===== config.mk =====
export PLATFORM = sky130hd
export DESIGN_NAME = idr_routing
export DESIGN_NICKNAME = d
export VERILOG_FILES = /design/src/design/idr_pkg.sv /design/src/design/idr_route_slice.sv /design/src/design/idr_routing.sv
export SDC_FILE = /design/constraint.sdc
export NUM_CORES = 1
export LEC_CHECK = 0
export BUFFER_PORTS_ARGS = -buffer_cell sky130_fd_sc_hd__clkbuf_2
export CELL_PAD_IN_SITES_DETAIL_PLACEMENT = 1
export CELL_PAD_IN_SITES_GLOBAL_PLACEMENT = 1
export CORE_AREA = 2 2 171 173
export CTS_CLUSTER_DIAMETER = 40
export CTS_CLUSTER_SIZE = 14
export DETAILED_ROUTE_END_ITERATION = 6
export DIE_AREA = 0 0 173 175
export GPL_TIMING_DRIVEN = 0
export HOLD_SLACK_MARGIN = 0.12
export PLACE_DENSITY = 0.9
export SKIP_CTS_REPAIR_TIMING = 1
export SYNTH_ARGS = -nofsm -noshare
export SYNTH_HDL_FRONTEND = slang
export SYNTH_SLANG_ARGS = --single-unit

===== constraint.sdc =====
create_clock -name i_clk_sys -period 3.55 [get_ports i_clk_sys]
set_input_delay 0.355 -clock i_clk_sys [delete_from_list [all_inputs] [get_ports i_clk_sys]]
set_output_delay 0.355 -clock i_clk_sys [all_outputs]
set_load 0.01 [all_outputs]

===== src/design/idr_pkg.sv =====
/*
 * idr_pkg: constants and carriers for the interrupt and dma routing block.
 * assumes: one 10 MHz system clock; config index/data port on an 8-bit io bus.
 */
package idr_pkg;

    // ************************************************************
    // configuration space indices
    // ************************************************************
    localparam logic [7:0] IDX_LDN     = 8'h07;
    localparam logic [7:0] IDX_OSC     = 8'h24;
    localparam logic [7:0] IDX_CFG_LO  = 8'h26;
    localparam logic [7:0] IDX_CFG_HI  = 8'h27;
    localparam logic [7:0] IDX_ACT     = 8'h30;
    localparam logic [7:0] IDX_BASE_HI = 8'h60;
    localparam logic [7:0] IDX_BASE_LO = 8'h61;
    localparam logic [7:0] IDX_IRQ     = 8'h70;
    localparam logic [7:0] IDX_DMA     = 8'h74;

    // ************************************************************
    // logical devices
    // ************************************************************
    localparam int         NUM_LD    = 8;
    localparam logic [3:0] NUM_LD_4  = 4'h8;
    localparam int         LD_FDC    = 0;
    localparam int         LD_PAR    = 3;
    localparam int         LD_UART1  = 4;
    localparam int         LD_UART2  = 5;
    localparam int         LD_KBD    = 7;
    localparam logic [7:0] IMPL_LD   = 8'hB9;
    localparam logic [7:0] RELOC_LD  = 8'h39;

    // ************************************************************
    // reset values
    // ************************************************************
    localparam logic [3:0]  IRQ_RST      = 4'h0;
    localparam logic [3:0]  IRQ_RST_FDC  = 4'h6;
    localparam logic [2:0]  DMA_RST      = 3'h4;
    localparam logic [2:0]  DMA_RST_FDC  = 3'h2;
    localparam logic [11:0] BASE_RST     = 12'h000;
    localparam logic [15:0] CFG_PORT_LO  = 16'h03F0;
    localparam logic [15:0] CFG_PORT_HI  = 16'h0370;

    // ************************************************************
    // decode limits and fields
    // ************************************************************
    localparam logic [11:0] BASE_MIN     = 12'h100;
    localparam logic [11:0] BASE_MAX     = 12'hFF8;
    localparam logic [11:0] PAR_BASE_MAX = 12'hFFC;
    localparam logic [11:0] SPAN8_MASK   = 12'h007;
    localparam logic [11:0] SPAN4_MASK   = 12'h003;
    localparam logic [11:0] SPAN2_MASK   = 12'h001;
    localparam logic [15:0] KBD_DATA     = 16'h0060;
    localparam logic [15:0] KBD_CMD      = 16'h0064;
    localparam int          OSC_QUAL16   = 6;
    localparam logic [15:0] IRQ_PAR_MASK = 16'h1CF8;
    localparam logic [15:0] IRQ_ALL_MASK = 16'hFFFF;
    localparam logic [15:0] IRQ_SMI_BIT  = 16'h0004;
    localparam logic [3:0]  IRQ_NONE     = 4'h0;
    localparam logic [2:0]  DMA_CH_MIN   = 3'h1;
    localparam logic [2:0]  DMA_CH_MAX   = 3'h3;
    localparam logic [2:0]  ECP_FIFO     = 3'h2;
    localparam logic [2:0]  ECP_ECP      = 3'h3;
    localparam logic [2:0]  ECP_TEST     = 3'h6;

    // ************************************************************
    // carriers
    // ************************************************************
    typedef struct packed {
        logic [15:0] addr;
        logic [7:0]  wdata;
        logic        wr;
        logic        rd;
    } idr_io_t;

    typedef struct packed {
        logic       floppy_dma_irq_gate;
        logic       fdc_power_down;
        logic       parallel_irq_enable;
        logic       ecp_active;
        logic [2:0] ecp_mode;
        logic       ecp_service_interrupt;
        logic       ecp_dma_enable;
        logic [3:0] uart1_int_enable_reg;
        logic       uart1_aux_output_two;
        logic [3:0] uart2_int_enable_reg;
        logic       uart2_aux_output_two;
    } idr_gate_t;

endpackage


===== src/design/idr_route_slice.sv =====
/*
 * idr_route_slice: one logical device's irq level and dma channel steering.
 * assumes: selects come from registers of the top, enables from its gate logic; purely combinational.
 */
`timescale 1ns/100ps
module idr_route_slice
    import idr_pkg::*;
(
    input  wire logic [3:0]  i_irq_sel,
    input  wire logic        i_irq_en,
    input  wire logic        i_irq_req,
    input  wire logic [2:0]  i_dma_sel,
    input  wire logic        i_dma_en,
    input  wire logic        i_dma_req,
    output logic      [15:0] o_irq_use,
    output logic      [15:0] o_irq_lvl,
    output logic      [3:0]  o_dma_use,
    output logic      [3:0]  o_dma_lvl
);

    wire irq_on = i_irq_en && (i_irq_sel != IRQ_NONE);
    wire dma_ok = (i_dma_sel >= DMA_CH_MIN) && (i_dma_sel <= DMA_CH_MAX);
    wire dma_on = i_dma_en && dma_ok;

    assign o_irq_use = irq_on ? (16'h0001 << i_irq_sel) : 16'h0000;
    assign o_irq_lvl = o_irq_use & {16{i_irq_req}};
    assign o_dma_use = dma_on ? (4'h1 << i_dma_sel[1:0]) : 4'h0;
    assign o_dma_lvl = o_dma_use & {4{i_dma_req}};

endmodule


===== src/design/idr_routing.sv =====
/*
 * idr_routing: plug-and-play config space slice holding per-device irq level
 * and dma channel selects, gating each device's requests onto shared pins.
 * assumes: io bus strobes are one-cycle and synchronous to i_clk_sys; device-local
 * gate bits arrive already decoded from the floppy, parallel and uart blocks.
 */
`timescale 1ns/100ps
// How it works
// - low nibble picks level, zero none
// - irq select resets zero, floppy six
// - routed irqs active-high, smi active low
// - floppy irq needs level and gate bit
// - parallel irq needs enable or ecp irq mode; in ecp also service clear
// - uart irq needs enable bits and uart_aux_output_two
// - unused irq pins float
// - parallel irq mode limits usable levels
// - dma select low three bits, 1-3 valid
// - dma select resets four, floppy two
// - dma needs valid channel plus gate
// - unused dma request pins float
// - floppy gate bits kill irq and dack; others kill only one
// - floppy gate off or powerdown floats
// - uart uart_aux_output_two low floats its irq
// - spp/epp parallel enable low floats irq
// - ecp mode table steers irq; dma needs ecp active and dma enable
// - second uart base via 0x60/0x61
// - keyboard fixed at 60 and 64
// - index/data port relocatable via 0x26/0x27
// - strap picks initial config port
// - 12-bit decode, optional 16-bit qualify
// - activate and power bits are one
// - bad base ignored, unused indices zero
module idr_routing
    import idr_pkg::*;
(
    input  wire logic        i_clk_sys,
    input  wire logic        i_rst_n,
    input  wire logic        i_soft_rst,
    input  wire idr_io_t     i_io,
    input  wire idr_gate_t   i_gates,
    input  wire logic        i_config_port_strap,
    input  wire logic        i_serial_irq_mode,
    input  wire logic        i_smi_enable,
    input  wire logic        i_smi_req,
    input  wire logic [7:0]  i_dev_irq,
    input  wire logic [7:0]  i_dev_drq,
    input  wire logic [3:1]  i_dack_n,
    output logic      [7:0]  o_io_rdata,
    output logic             o_io_rdata_valid,
    output logic      [15:0] o_irq,
    output logic      [15:0] o_irq_oe_n,
    output logic      [3:1]  o_dma_request_pin,
    output logic      [3:1]  o_dma_request_oe_n,
    output logic             o_sys_mgmt_int_n,
    output logic      [7:0]  o_dev_dack,
    output logic      [7:0]  o_dev_hit,
    output logic      [7:0]  o_dev_active
);

    // ************************************************************
    // decode helpers
    // ************************************************************
    function automatic logic addr_hit(input logic [15:0] a, input logic [11:0] base,
                                      input logic [11:0] mask, input logic q16);
        addr_hit = ((a[11:0] & ~mask) == (base & ~mask)) && (!q16 || a[15:12] == 4'h0);
    endfunction

    function automatic logic base_ok(input int ld, input logic [11:0] base);
        logic [11:0] top;
        logic [11:0] mask;
        top  = (ld == LD_PAR) ? PAR_BASE_MAX : BASE_MAX;
        mask = (ld == LD_PAR) ? SPAN4_MASK : SPAN8_MASK;
        base_ok = (base >= BASE_MIN) && (base <= top) && ((base & mask) == 12'h000);
    endfunction

    // ************************************************************
    // configuration state
    // ************************************************************
    logic [7:0]  index_reg;
    logic [3:0]  ldn_reg;
    logic [7:0]  osc_reg;
    logic [15:0] cfg_base_reg;
    logic        strap_done_reg;
    logic [7:0]  act_reg;
    logic [11:0] base_reg    [NUM_LD];
    logic [3:0]  irq_sel_reg [NUM_LD];
    logic [2:0]  dma_sel_reg [NUM_LD];

    wire         qual16    = osc_reg[OSC_QUAL16];
    wire         cfg_sel   = addr_hit(i_io.addr, cfg_base_reg[11:0], SPAN2_MASK, qual16);
    wire         idx_wr    = cfg_sel && !i_io.addr[0] && i_io.wr;
    wire         dat_wr    = cfg_sel && i_io.addr[0] && i_io.wr;
    wire         cfg_rd    = cfg_sel && i_io.rd;
    wire [2:0]   cur_ld    = ldn_reg[2:0];
    wire         ld_ok     = (ldn_reg < NUM_LD_4) && IMPL_LD[cur_ld];
    wire         ld_reloc  = (ldn_reg < NUM_LD_4) && RELOC_LD[cur_ld];
    wire [15:0]  cfg_next  = {cfg_base_reg[15:1], 1'b0};

    // ************************************************************
    // register writes
    // ************************************************************
    always_ff @(posedge i_clk_sys) begin
        if (!i_rst_n) begin
            index_reg <= 8'h00;
            ldn_reg   <= 4'h0;
            osc_reg   <= 8'h00;
        end else begin
            if (idx_wr)
                index_reg <= i_io.wdata;
            if (dat_wr && index_reg == IDX_LDN)
                ldn_reg <= i_io.wdata[3:0];
            if (dat_wr && index_reg == IDX_OSC)
                osc_reg <= i_io.wdata;
        end
    end

    // strap is caught on the first clock after release, never under reset
    always_ff @(posedge i_clk_sys) begin
        if (!i_rst_n) begin
            cfg_base_reg   <= CFG_PORT_LO;
            strap_done_reg <= 1'b0;
        end else if (!strap_done_reg) begin
            cfg_base_reg   <= i_config_port_strap ? CFG_PORT_HI : CFG_PORT_LO;
            strap_done_reg <= 1'b1;
        end else if (dat_wr && index_reg == IDX_CFG_LO) begin
            cfg_base_reg <= {cfg_next[15:8], i_io.wdata[7:1], 1'b0};
        end else if (dat_wr && index_reg == IDX_CFG_HI) begin
            cfg_base_reg <= {i_io.wdata, cfg_next[7:0]};
        end
    end

    // one bit serves as both activate and power control, so they cannot diverge
    always_ff @(posedge i_clk_sys) begin
        if (!i_rst_n || i_soft_rst)
            act_reg <= 8'h00;
        else if (dat_wr && ld_ok && index_reg == IDX_ACT)
            act_reg[cur_ld] <= i_io.wdata[0];
    end

    always_ff @(posedge i_clk_sys) begin
        for (int ld = 0; ld < NUM_LD; ld++) begin
            if (!i_rst_n || i_soft_rst) begin
                irq_sel_reg[ld] <= (ld == LD_FDC) ? IRQ_RST_FDC : IRQ_RST;
                dma_sel_reg[ld] <= (ld == LD_FDC) ? DMA_RST_FDC : DMA_RST;
            end else if (dat_wr && ld_ok && cur_ld == ld[2:0]) begin
                if (index_reg == IDX_IRQ)
                    irq_sel_reg[ld] <= i_io.wdata[3:0];
                if (index_reg == IDX_DMA)
                    dma_sel_reg[ld] <= i_io.wdata[2:0];
            end
        end
    end

    // bases survive soft reset; keyboard has no base at all
    always_ff @(posedge i_clk_sys) begin
        for (int ld = 0; ld < NUM_LD; ld++) begin
            if (!i_rst_n)
                base_reg[ld] <= BASE_RST;
            else if (dat_wr && ld_reloc && cur_ld == ld[2:0]) begin
                if (index_reg == IDX_BASE_HI)
                    base_reg[ld][11:8] <= i_io.wdata[3:0];
                if (index_reg == IDX_BASE_LO)
                    base_reg[ld][7:0] <= i_io.wdata;
            end
        end
    end

    // ************************************************************
    // register reads
    // ************************************************************
    logic [7:0] rd_data;
    always_comb begin
        rd_data = 8'h00;
        if (!i_io.addr[0])
            rd_data = index_reg;
        else if (index_reg == IDX_LDN)
            rd_data = {4'h0, ldn_reg};
        else if (index_reg == IDX_OSC)
            rd_data = osc_reg;
        else if (index_reg == IDX_CFG_LO)
            rd_data = cfg_base_reg[7:0];
        else if (index_reg == IDX_CFG_HI)
            rd_data = cfg_base_reg[15:8];
        else if (ld_ok && index_reg == IDX_ACT)
            rd_data = {7'h00, act_reg[cur_ld]};
        else if (ld_reloc && index_reg == IDX_BASE_HI)
            rd_data = {4'h0, base_reg[cur_ld][11:8]};
        else if (ld_reloc && index_reg == IDX_BASE_LO)
            rd_data = base_reg[cur_ld][7:0];
        else if (ld_ok && index_reg == IDX_IRQ)
            rd_data = {4'h0, irq_sel_reg[cur_ld]};
        else if (ld_ok && index_reg == IDX_DMA)
            rd_data = {5'h00, dma_sel_reg[cur_ld]};
    end

    // ************************************************************
    // per-device gates
    // ************************************************************
    logic [7:0] live;
    logic [7:0] irq_en;
    logic [7:0] dma_en;
    wire  ecp_irq_on = (i_gates.ecp_mode == ECP_FIFO) || (i_gates.ecp_mode == ECP_ECP)
                    || (i_gates.ecp_mode == ECP_TEST);
    wire  fdc_gate   = i_gates.floppy_dma_irq_gate && !i_gates.fdc_power_down;
    wire  par_irq    = i_gates.ecp_active
                     ? ((ecp_irq_on || i_gates.parallel_irq_enable)
                        && !i_gates.ecp_service_interrupt)
                     : i_gates.parallel_irq_enable;

    always_comb begin
        for (int ld = 0; ld < NUM_LD; ld++)
            live[ld] = act_reg[ld] && IMPL_LD[ld]
                    && ((ld == LD_KBD) || base_ok(ld, base_reg[ld]));
        irq_en           = 8'h00;
        dma_en           = 8'h00;
        irq_en[LD_FDC]   = live[LD_FDC] && fdc_gate;
        dma_en[LD_FDC]   = live[LD_FDC] && fdc_gate;
        irq_en[LD_PAR]   = live[LD_PAR] && par_irq;
        dma_en[LD_PAR]   = live[LD_PAR] && i_gates.ecp_active && i_gates.ecp_dma_enable;
        irq_en[LD_UART1] = live[LD_UART1] && (|i_gates.uart1_int_enable_reg)
                        && i_gates.uart1_aux_output_two;
        irq_en[LD_UART2] = live[LD_UART2] && (|i_gates.uart2_int_enable_reg)
                        && i_gates.uart2_aux_output_two;
        irq_en[LD_KBD]   = live[LD_KBD];
    end

    // ************************************************************
    // routing onto pins
    // ************************************************************
    logic [15:0] use_irq [NUM_LD];
    logic [15:0] lvl_irq [NUM_LD];
    logic [3:0]  use_dma [NUM_LD];
    logic [3:0]  lvl_dma [NUM_LD];

    for (genvar g = 0; g < NUM_LD; g++) begin : g_slice
        idr_route_slice u_slice (
            .i_irq_sel (irq_sel_reg[g]),
            .i_irq_en  (irq_en[g]),
            .i_irq_req (i_dev_irq[g]),
            .i_dma_sel (dma_sel_reg[g]),
            .i_dma_en  (dma_en[g]),
            .i_dma_req (i_dev_drq[g]),
            .o_irq_use (use_irq[g]),
            .o_irq_lvl (lvl_irq[g]),
            .o_dma_use (use_dma[g]),
            .o_dma_lvl (lvl_dma[g])
        );
    end

    logic [15:0] irq_use_all;
    logic [15:0] irq_lvl_all;
    logic [3:0]  dma_use_all;
    logic [3:0]  dma_lvl_all;
    logic [7:0]  dack_next;
    logic [7:0]  hit_next;
    always_comb begin
        irq_use_all = 16'h0000;
        irq_lvl_all = 16'h0000;
        dma_use_all = 4'h0;
        dma_lvl_all = 4'h0;
        for (int ld = 0; ld < NUM_LD; ld++) begin
            irq_use_all = irq_use_all | use_irq[ld];
            irq_lvl_all = irq_lvl_all | lvl_irq[ld];
            dma_use_all = dma_use_all | use_dma[ld];
            dma_lvl_all = dma_lvl_all | lvl_dma[ld];
            dack_next[ld] = |(use_dma[ld][3:1] & ~i_dack_n);
            hit_next[ld]  = (i_io.rd || i_io.wr) && live[ld] && RELOC_LD[ld]
                         && addr_hit(i_io.addr, base_reg[ld], SPAN8_MASK, qual16);
        end
        hit_next[LD_KBD] = (i_io.rd || i_io.wr) && live[LD_KBD]
                        && (addr_hit(i_io.addr, KBD_DATA[11:0], 12'h000, qual16)
                         || addr_hit(i_io.addr, KBD_CMD[11:0], 12'h000, qual16));
    end

    // in parallel irq mode only some levels exist; level two yields to smi
    wire [15:0] irq_avail = (i_serial_irq_mode ? IRQ_ALL_MASK : IRQ_PAR_MASK)
                          & ~(i_smi_enable ? IRQ_SMI_BIT : 16'h0000);
    wire [15:0] irq_drive = irq_use_all & irq_avail;

    always_ff @(posedge i_clk_sys) begin
        if (!i_rst_n) begin
            o_irq              <= 16'h0000;
            o_irq_oe_n         <= 16'hFFFF;
            o_dma_request_pin  <= 3'h0;
            o_dma_request_oe_n <= 3'h7;
            o_sys_mgmt_int_n   <= 1'b1;
            o_dev_dack         <= 8'h00;
            o_dev_hit          <= 8'h00;
            o_io_rdata         <= 8'h00;
            o_io_rdata_valid   <= 1'b0;
        end else begin
            o_irq              <= irq_lvl_all & irq_drive;
            o_irq_oe_n         <= ~irq_drive;
            o_dma_request_pin  <= dma_lvl_all[3:1];
            o_dma_request_oe_n <= ~dma_use_all[3:1];
            o_sys_mgmt_int_n   <= !(i_smi_enable && i_smi_req);
            o_dev_dack         <= dack_next;
            o_dev_hit          <= hit_next;
            o_io_rdata         <= cfg_rd ? rd_data : 8'h00;
            o_io_rdata_valid   <= cfg_rd;
        end
    end

    assign o_dev_active = act_reg;
endmodule


Yosys cells after proc, flatten, opt, wreduce, memory -nomap -nowiden
Memories as Yosys holds them, arrays and structs flattened. A register that Yosys moved wholly into a read port is not among the register bits. Index checks and enable logic that the tools add are counted.

Register bits after elaboration: 109. RAM bits: 152. ROM bits: 16. Memories kept: 5.

Memories: base_reg (depth 8, bits a word 12, rd ports 5, clocked after Yosys merged registers in 1, write ports 8, line idr_routing.sv:85) `logic [11:0] base_reg [NUM_LD];`; irq_sel_reg (depth 8, bits a word 4, rd ports 6, clocked after Yosys merged registers in 1, write ports 8, line idr_routing.sv:86) `logic [3:0] irq_sel_reg [NUM_LD];`; dma_sel_reg (depth 8, bits a word 3, rd ports 3, clocked after Yosys merged registers in 1, write ports 8, line idr_routing.sv:87) `logic [2:0] dma_sel_reg [NUM_LD];`; (no name shown) (depth 8, bits a word 1, rd ports 1, clocked after Yosys merged registers in 1, write ports 0, line idr_routing.sv:96) `wire ld_reloc = (ldn_reg < NUM_LD_4) && RELOC_LD[cur_ld];`; (no name shown) (depth 8, bits a word 1, rd ports 1, clocked after Yosys merged registers in 1, write ports 0, line idr_routing.sv:95) `wire ld_ok = (ldn_reg < NUM_LD_4) && IMPL_LD[cur_ld];`.

$lt $le $gt $ge: 15. Eq/ne operators: 30. Shift operators: 7. Muxes and demuxes: 177. Bitwise logic cells: 58. Reduce and logical (&&, ||, !) cells: 115.

Operators with widths (count): 16-bit two-way mux (9); 8-bit two-way mux (17); 16-bit bitwise AND (8); 16-bit bitwise OR (8); 1-bit two-way mux (109); 1-bit logical AND (85); 1-bit by 4-bit << shifter with 16-bit output, first input constant (5); 4-bit two-way mux (19); 3-bit two-way mux (20); 12-bit by 9-bit >= comparator with 1-bit output, second input constant (4); 12-bit <= comparator, second input constant (4); 12-bit logical NOT (4); 9-bit equality test (4); 8-bit by 6-bit equality test with 1-bit output, second input constant (4); 8-bit by 7-bit equality test with 1-bit output, second input constant (4); 1-bit bitwise OR (32); 12-bit by 7-bit equality test with 1-bit output, second input constant (2); 4-bit nonzero test (5); 16-bit NOT (1); 3-bit NOT with 16-bit output (1); 3-bit equality test, second input constant (5); 3-bit by 2-bit equality test with 1-bit output, second input constant (4); 11-bit equality test (1); 3-bit by 1-bit >= comparator with 1-bit output, second input constant (3); other kinds (23) (44).

Longest topological paths before layout
Gate-level depths: netlist of the first run.

Depth in word-level cells: 15. Mapped depth: 11. Mapped depth without buffers: 9.

Modules after synthesis
A second synthesis of the first run with hierarchy kept.

Cells, all modules: 1628. Area, all modules: 14996.9 um^2.

Modules (own cells, without submodules): idr_routing (instances 1, cells each 1116, area an instance 12384.4 um^2, seq. area each 6766.5 um^2); idr_route_slice (instances 8, cells each 64, area an instance 326.6 um^2, seq. area each 0.0 um^2).

Worst setup path before layout of the first run
Ideal clock, no wire load.

Path kind: input -> register. From: in i_io[17] in the netlist's numbering. To: mem base_reg[7][0] (enable). Library setup time: 384 ps. Data arrival time: 2518 ps. Path slack: 648 ps. Cell stages on the path: 8. Buffers on the path: 2. Cells stage by stage: clkbuf_1 xor2_1 nor4_1 nand4_1 buf_2 nor2_1 nand3_1 o21ai_0.

RTL lines: from (decl) (line idr_routing.sv:39) `input wire idr_io_t i_io,`; to (decl) (line idr_routing.sv:85).

==> flow_metrics.env, run 1 <==
export IMPL_status="complete, but fails checks"
export IMPL_violations="setup timing"
export IMPL_finalCritPeriodShare_pct=102
export IMPL_setup_violations=5
export IMPL_crit_path_start="cfg_base_reg[8]"
export IMPL_synth_top_cell_area_share_pct=34.8
export IMPL_synth_area_leaders="edfxtp_1, dfxtp_1, mux4_2, nor2_1, mux2i_1"
export IMPL_clock_path_buffers=3
export IMPL_syn_area_mm2=0.0131
export IMPL_rows=62
export IMPL_dpl_hpwl_um=38100
export IMPL_drc=0
export IMPL_start_kind="register"
export IMPL_seqPwrFrac_pct=44.7
export IMPL_drtIter0Drc=1762
export IMPL_netlist_top_cells_count="nor2_1, edfxtp_1, dfxtp_1"
export IMPL_cts_root_buf="clkbuf_16"
export IMPL_drive_above_1_share_pct=18.6
export IMPL_grt_setup_unrepaired="true"
export IMPL_portBuffers=112
export IMPL_post_dp_cell_area_mm2=0.0142
export IMPL_worst_slack_ps=-83.1
export IMPL_timing_fmax_mhz=275
export IMPL_clock_latency_ps=560
export IMPL_power_frac_clock_pct=50.1
export IMPL_path_class="register to register"
export IMPL_wl_per_cell_um=29.1
export IMPL_async_flop_share_pct=0
export IMPL_switchingPower_mw=1.88
export IMPL_dieArea_mm2=0.0303
export IMPL_wirelength_um=53500
export IMPL_globalplace_congestion=0.966
export IMPL_avgSynthCellArea_um2=10.4
export IMPL_combPwrFrac_pct=5.3
export IMPL_grt_usage_pct=34.9
export IMPL_hold_ws_ps=119
export IMPL_multiInputGateArea_mm2=0.00610
export IMPL_nFillCells=3128
export IMPL_synth_seq_cells=256
export IMPL_post_synth_top_count_cell="nor2_1"
export IMPL_vias_per_cell=6.68
export IMPL_largest_reg_flops=96
export IMPL_ant_nets=0
export IMPL_clkTransAtPathRegs_ps=60
export IMPL_ys_warn_count=0
export IMPL_cts_tree="built"
export IMPL_via_count=12300
export IMPL_numCtsBuffers=35
export IMPL_worstPathRequired_ps=3780
export IMPL_critPathArrivalTime_ps=3860
export IMPL_cts_max_level=2
export IMPL_antenna_found_initial=3
export IMPL_syn2layout_area_growth_pct=18.3
export IMPL_drv_cap=0
export IMPL_grt_max_degree=15
export IMPL_netSwitchingFraction_pct=25.4
export IMPL_internal_power_mw=5.53
export IMPL_finish_utilization_pct=54.7
export IMPL_min_period_ps=3630
export IMPL_grt_pass1_vias=12400
export IMPL_synthFlopType="edfxtp_1"
export IMPL_fp_dieW_um=173
export IMPL_gr_total_overflow=0
export IMPL_skew_ps=30.9
export IMPL_drt_pass1_iter_count=6
export IMPL_peakVddDrop_uv=351
export IMPL_netlist_instances=1266
export IMPL_crit_fanout=10
export IMPL_worstHoldStart="i_dev_drq[3]"
export IMPL_grt_first_pass_wirelength_um=79600
export IMPL_power_density_mw_per_mm2=477
export IMPL_die_h_um=175
export IMPL_clock_sinks=256
export IMPL_endpoint_kind="register"
export IMPL_ys_types=73
export IMPL_start_util_pct=46.2
export IMPL_synth_edf_count=152
export IMPL_synth_top_cell_by_area="edfxtp_1"
export IMPL_final_nets=1505
export IMPL_antenna_cells=0
export IMPL_regArea_mm2=0.00665
export IMPL_worstHoldPathType="primary input to register"
export IMPL_tightestPinTransition_ps=1380
export IMPL_slew_viol_final=0
export IMPL_hold_viol=0
export IMPL_fp_coreArea_mm2=0.0284
export IMPL_slew_headroom_pct=7.30
export IMPL_ys_seq_area_share_pct=50.7
export IMPL_fin_area_mm2=0.0155
export IMPL_r2r_start="cfg_base_reg[8]"
export IMPL_ioPinCount=143
export IMPL_leakage_nw=5.08
==> final cells by class <==
type                            count  area share [%]
Sequential cell                   256            42.8
Multi-Input combinational cell    923            39.3
Clock buffer                       39            5.93
Timing Repair Buffer              122            4.16
Tap cell                          384            3.10
Buffer                             86            2.52
Clock inverter                     24            1.94
Inverter                            9           0.218
==> path summary, 6_finish.rpt <==
path,endpoint,slack [ps],cells after the start
worst max-delay path,base_reg[0][0],-80,8
worst min-delay path,o_dma_request_pin[3],120,3
worst max register to register,base_reg[0][0],-80,8
worst min register to register,cfg_base_reg[14],470,2
==> power groups by stage <==
stage	clock network, mW	logic, mW	registers, mW
2_1_floorplan	0	0.216	3.32
3_3_place_gp	0	0.345	3.35
3_5_place_dp	0	0.365	3.36
4_1_cts	3.70	0.372	3.30
5_1_grt	3.82	0.405	3.31
6_report	3.71	0.390	3.31
==> cell families (layout without fill, tap and decap cells) <==
kind of cell / after synthesis / count (layout) / share of synthesized area, %
DFF: 256 / 256 / 50.7
AOI/OAI and AO/OA: 202 / 202 / 10.0
xor gates and xnor gates: 46 / 46 / 3.07
buffers and inverters: 96 / 280 / 3.21
muxes: 97 / 97 / 11.1
other: 2 / 11 / 0.0573
and+or+nand+nor: 566 / 566 / 21.8
adders and majority gates: 1 / 1 / 0.0954
==> worst max-delay path, stage by stage, from the launching register on <==
cell and delay (ps):
dfxtp_1 370, xor2_1 200, nor4_1 330, nand4_1 350, buf_2 350, nor2_1 220, nand3_1 420, o21ai_1 770
buf_4 310
==> metrics by stage <==
| step | setup WS [ps] | TNS [ps] | total power, mW | instances |
|---|---|---|---|---|
| finish | -83.1 | -276 | 7.41 | 1843 |
| global route | -61.3 | -478 | 7.53 | 1843 |
| CTS | 32.3 | 0 | 7.38 | 1840 |
| detailed placement | -218 | -4600 | 3.73 | 1777 |
| global placement | -618 | -36560 | 3.70 | 1771 |
| floorplan | 648 | 0 | 3.54 | 1275 |
==> cells in the final DEF (no fill, tap or decap), types with 10 or more instances in the layout <==
master	synthesis	routed
o31ai_1	14	14
o22ai_1	16	16
dfxtp_1	104	104
xnor2_1	24	24
conb_1	2	11
nor2_1	200	200
clkbuf_16	0	35
nand3_1	58	58
nor3_1	26	26
o211ai_1	10	10
nor2b_1	40	40
and2_1	10	10
nand4_1	18	18
nor4_1	20	20
buf_4	10	16
nand2_1	93	93
mux2_2	10	10
xor2_1	22	22
nand2b_1	29	29
a21oi_1	39	39
a31oi_1	11	11
mux4_2	38	38
edfxtp_1	152	152
clkbuf_1	59	57
clkbuf_2	0	113
mux2i_1	49	49
o21ai_0	55	47
==> per-layer routing <==
layer	wire, um	track usage (%)
met1	19300	44.1
met2	24400	55.3
met3	6870	8.94
met4	3000	18.5
met5	14	0
Note: power is estimated with default switching activity, not from simulation.
==> run 2: changes to the inputs <==
==> constraint.sdc (replaced) <==
create_clock -name i_clk_sys -period 3.55 [get_ports i_clk_sys]
set_input_delay 0.1775 -clock i_clk_sys [delete_from_list [all_inputs] [get_ports i_clk_sys]]
set_output_delay 0.1775 -clock i_clk_sys [all_outputs]
set_load 0.01 [all_outputs]
==> run 2 against run 1 <==
The run still ends with setup timing left. Global-route usage hardly changed. Via count rose by 0.98%. Register-to-register slack barely moved. Count of clock-buffer cells in the layout stayed put. Maximum frequency grew 0.31%. Largest cell class unchanged.
==> flow_metrics.env, run 2 (synthesized netlist as in run 1, its figures left out) <==
export IMPL_status="complete, but fails checks"
export IMPL_violations="setup timing"
export IMPL_power_density_mw_per_mm2=474
export IMPL_r2r_setup_slack_ps=-70
export IMPL_crit_family="simple AND/OR/NAND/NOR gates"
export IMPL_numCtsBuffers=35
export IMPL_fin_total_pwr_mw=7.44
export IMPL_layout_commonest_cell="nor2_1"
export IMPL_setup_violations=6
export IMPL_tns_ps=-214
export IMPL_grt_setup_unrepaired="true"
export IMPL_cts_tree="built"
export IMPL_critPathArrivalTime_ps=3850
export IMPL_fp_coreArea_mm2=0.0284
export IMPL_wl_per_cell_um=29.1
export IMPL_drv_cap=0
export IMPL_drive_above_1_share_pct=18.4
export IMPL_seqPwrFrac_pct=44.5
export IMPL_worst_slack_ps=-71.9
export IMPL_crit_chain="xor2_1 > nor4_1 > nand4_1 > buf_2 > nor2_1 > nand3_1 > o21ai_1 > buf_4"
export IMPL_peakVddDrop_uv=349
export IMPL_regArea_mm2=0.00665
export IMPL_timing_fmax_mhz=276
export IMPL_internal_power_mw=5.54
export IMPL_final_cell_mix="nor2_1, edfxtp_1, clkbuf_2, dfxtp_1, nand2_1"
export IMPL_die_h_um=175
export IMPL_portBuffers=112
export IMPL_ant_nets=0
export IMPL_slew_viol_final=0
export IMPL_drc=0
export IMPL_largest_reg_flops=96
export IMPL_switchingPower_mw=1.90
export IMPL_gr_total_overflow=0
export IMPL_fin_area_mm2=0.0157
export IMPL_grt_usage_pct=34.9
export IMPL_nFillCells=3114
export IMPL_drt_pass1_iter_count=6
export IMPL_clock_sinks=256
export IMPL_vias_per_cell=6.67
export IMPL_grt_pass1_vias=12400
export IMPL_endpoint_kind="register"
export IMPL_syn2layout_area_growth_pct=19.7
export IMPL_dpl_hpwl_um=38100
export IMPL_crit_fanout=10
export IMPL_slowest_stage="o21ai_1"
export IMPL_dieArea_mm2=0.0303
export IMPL_globalplace_congestion=0.966
export IMPL_clock_latency_ps=560
export IMPL_path_class="register to register"
export IMPL_start_util_pct=46.2
export IMPL_leakage_nw=5.17
export IMPL_hold_viol=0
export IMPL_final_nets=1523
export IMPL_fp_dieW_um=173
export IMPL_place_ws_ps=-40.0
export IMPL_ioPinCount=143
export IMPL_skew_ps=33.2
export IMPL_tightestPinTransition_ps=1440
export IMPL_worstPathRequired_ps=3780
export IMPL_worstHoldPathType="primary input to register"
export IMPL_netSwitchingFraction_pct=25.6
export IMPL_via_count=12400
export IMPL_clkTransAtPathRegs_ps=60
export IMPL_multiInputGateArea_mm2=0.00610
export IMPL_crit_buf_inv=2
export IMPL_combPwrFrac_pct=5.5
export IMPL_cts_root_buf="clkbuf_16"
export IMPL_drtIter0Drc=1818
export IMPL_finish_utilization_pct=55.3
export IMPL_clock_path_buffers=3
export IMPL_cts_max_level=2
export IMPL_post_dp_cell_area_mm2=0.0142
export IMPL_rows=62
export IMPL_antenna_found_initial=3
export IMPL_min_period_ps=3620
export IMPL_slew_headroom_pct=3.28
export IMPL_grt_max_degree=15
export IMPL_grt_first_pass_wirelength_um=79600
export IMPL_max_stage_delay_ps=750
export IMPL_power_frac_clock_pct=50.1
export IMPL_finalCritPeriodShare_pct=102
export IMPL_wirelength_um=54200
export IMPL_start_kind="register"
-- run 2: through the flow --
stage,hold WS [ps],instances
after floorplan,205,1275
after global placement,344,1771
after detailed placement,349,1777
after CTS,-208,1840
after global routing,163,1861
final,144,1862
-- run 2: layout make-up --
| type | instances | share of cell area (%) |
|---|---|---|
| flip-flops and latches | 256 | 42.3 |
| multi-input cells | 923 | 38.8 |
| clock buffers | 39 | 5.86 |
| repair buffers | 140 | 5.26 |
| well taps | 384 | 3.06 |
| plain buffers | 86 | 2.49 |
| clock inverters | 24 | 1.92 |
| inverters | 9 | 0.215 |
| diodes | 1 | 0.0159 |
-- run 2: power groups by stage --
stage | Combinational (mW) | Clock, mW | Sequential [mW]
6_report | 0.407 | 3.72 | 3.31
5_1_grt | 0.421 | 3.82 | 3.31
4_1_cts | 0.372 | 3.70 | 3.30
3_5_place_dp | 0.365 | 0 | 3.36
3_3_place_gp | 0.345 | 0 | 3.35
2_1_floorplan | 0.216 | 0 | 3.32
-- run 2: metal layers --
layer / wire length (um) / vias to the layer above / track usage (%)
li1: - / 5045 / -
met1: 19500 / 6019 / 44.1
met2: 24700 / 1075 / 55.2
met3: 6660 / 285 / 9.03
met4: 3250 / 4 / 18.9
met5: 42 / - / 0
-- run 2: worst reg2reg max path, delay by kind of cell, from the launching register on --
family / cells / cell delay (ps)
DFF: 1 / 460
buffers and inverters: 2 / 670
AOI/OAI and AO/OA: 1 / 750
xor gates and xnor gates: 1 / 110
and+or+nand+nor: 4 / 1320
-- run 2: path summary, 6_finish.rpt --
| path | startpoint | endpoint | depth (start not counted) |
|---|---|---|---|
| hold reg to reg | cfg_base_reg[14] | cfg_base_reg[14] | 2 |
| setup / recovery | cfg_base_reg[7] | base_reg[0][0] | 8 |
| setup reg to reg | cfg_base_reg[7] | base_reg[0][0] | 8 |
| hold / removal | i_io[0] | o_dev_hit[7] | 3 |
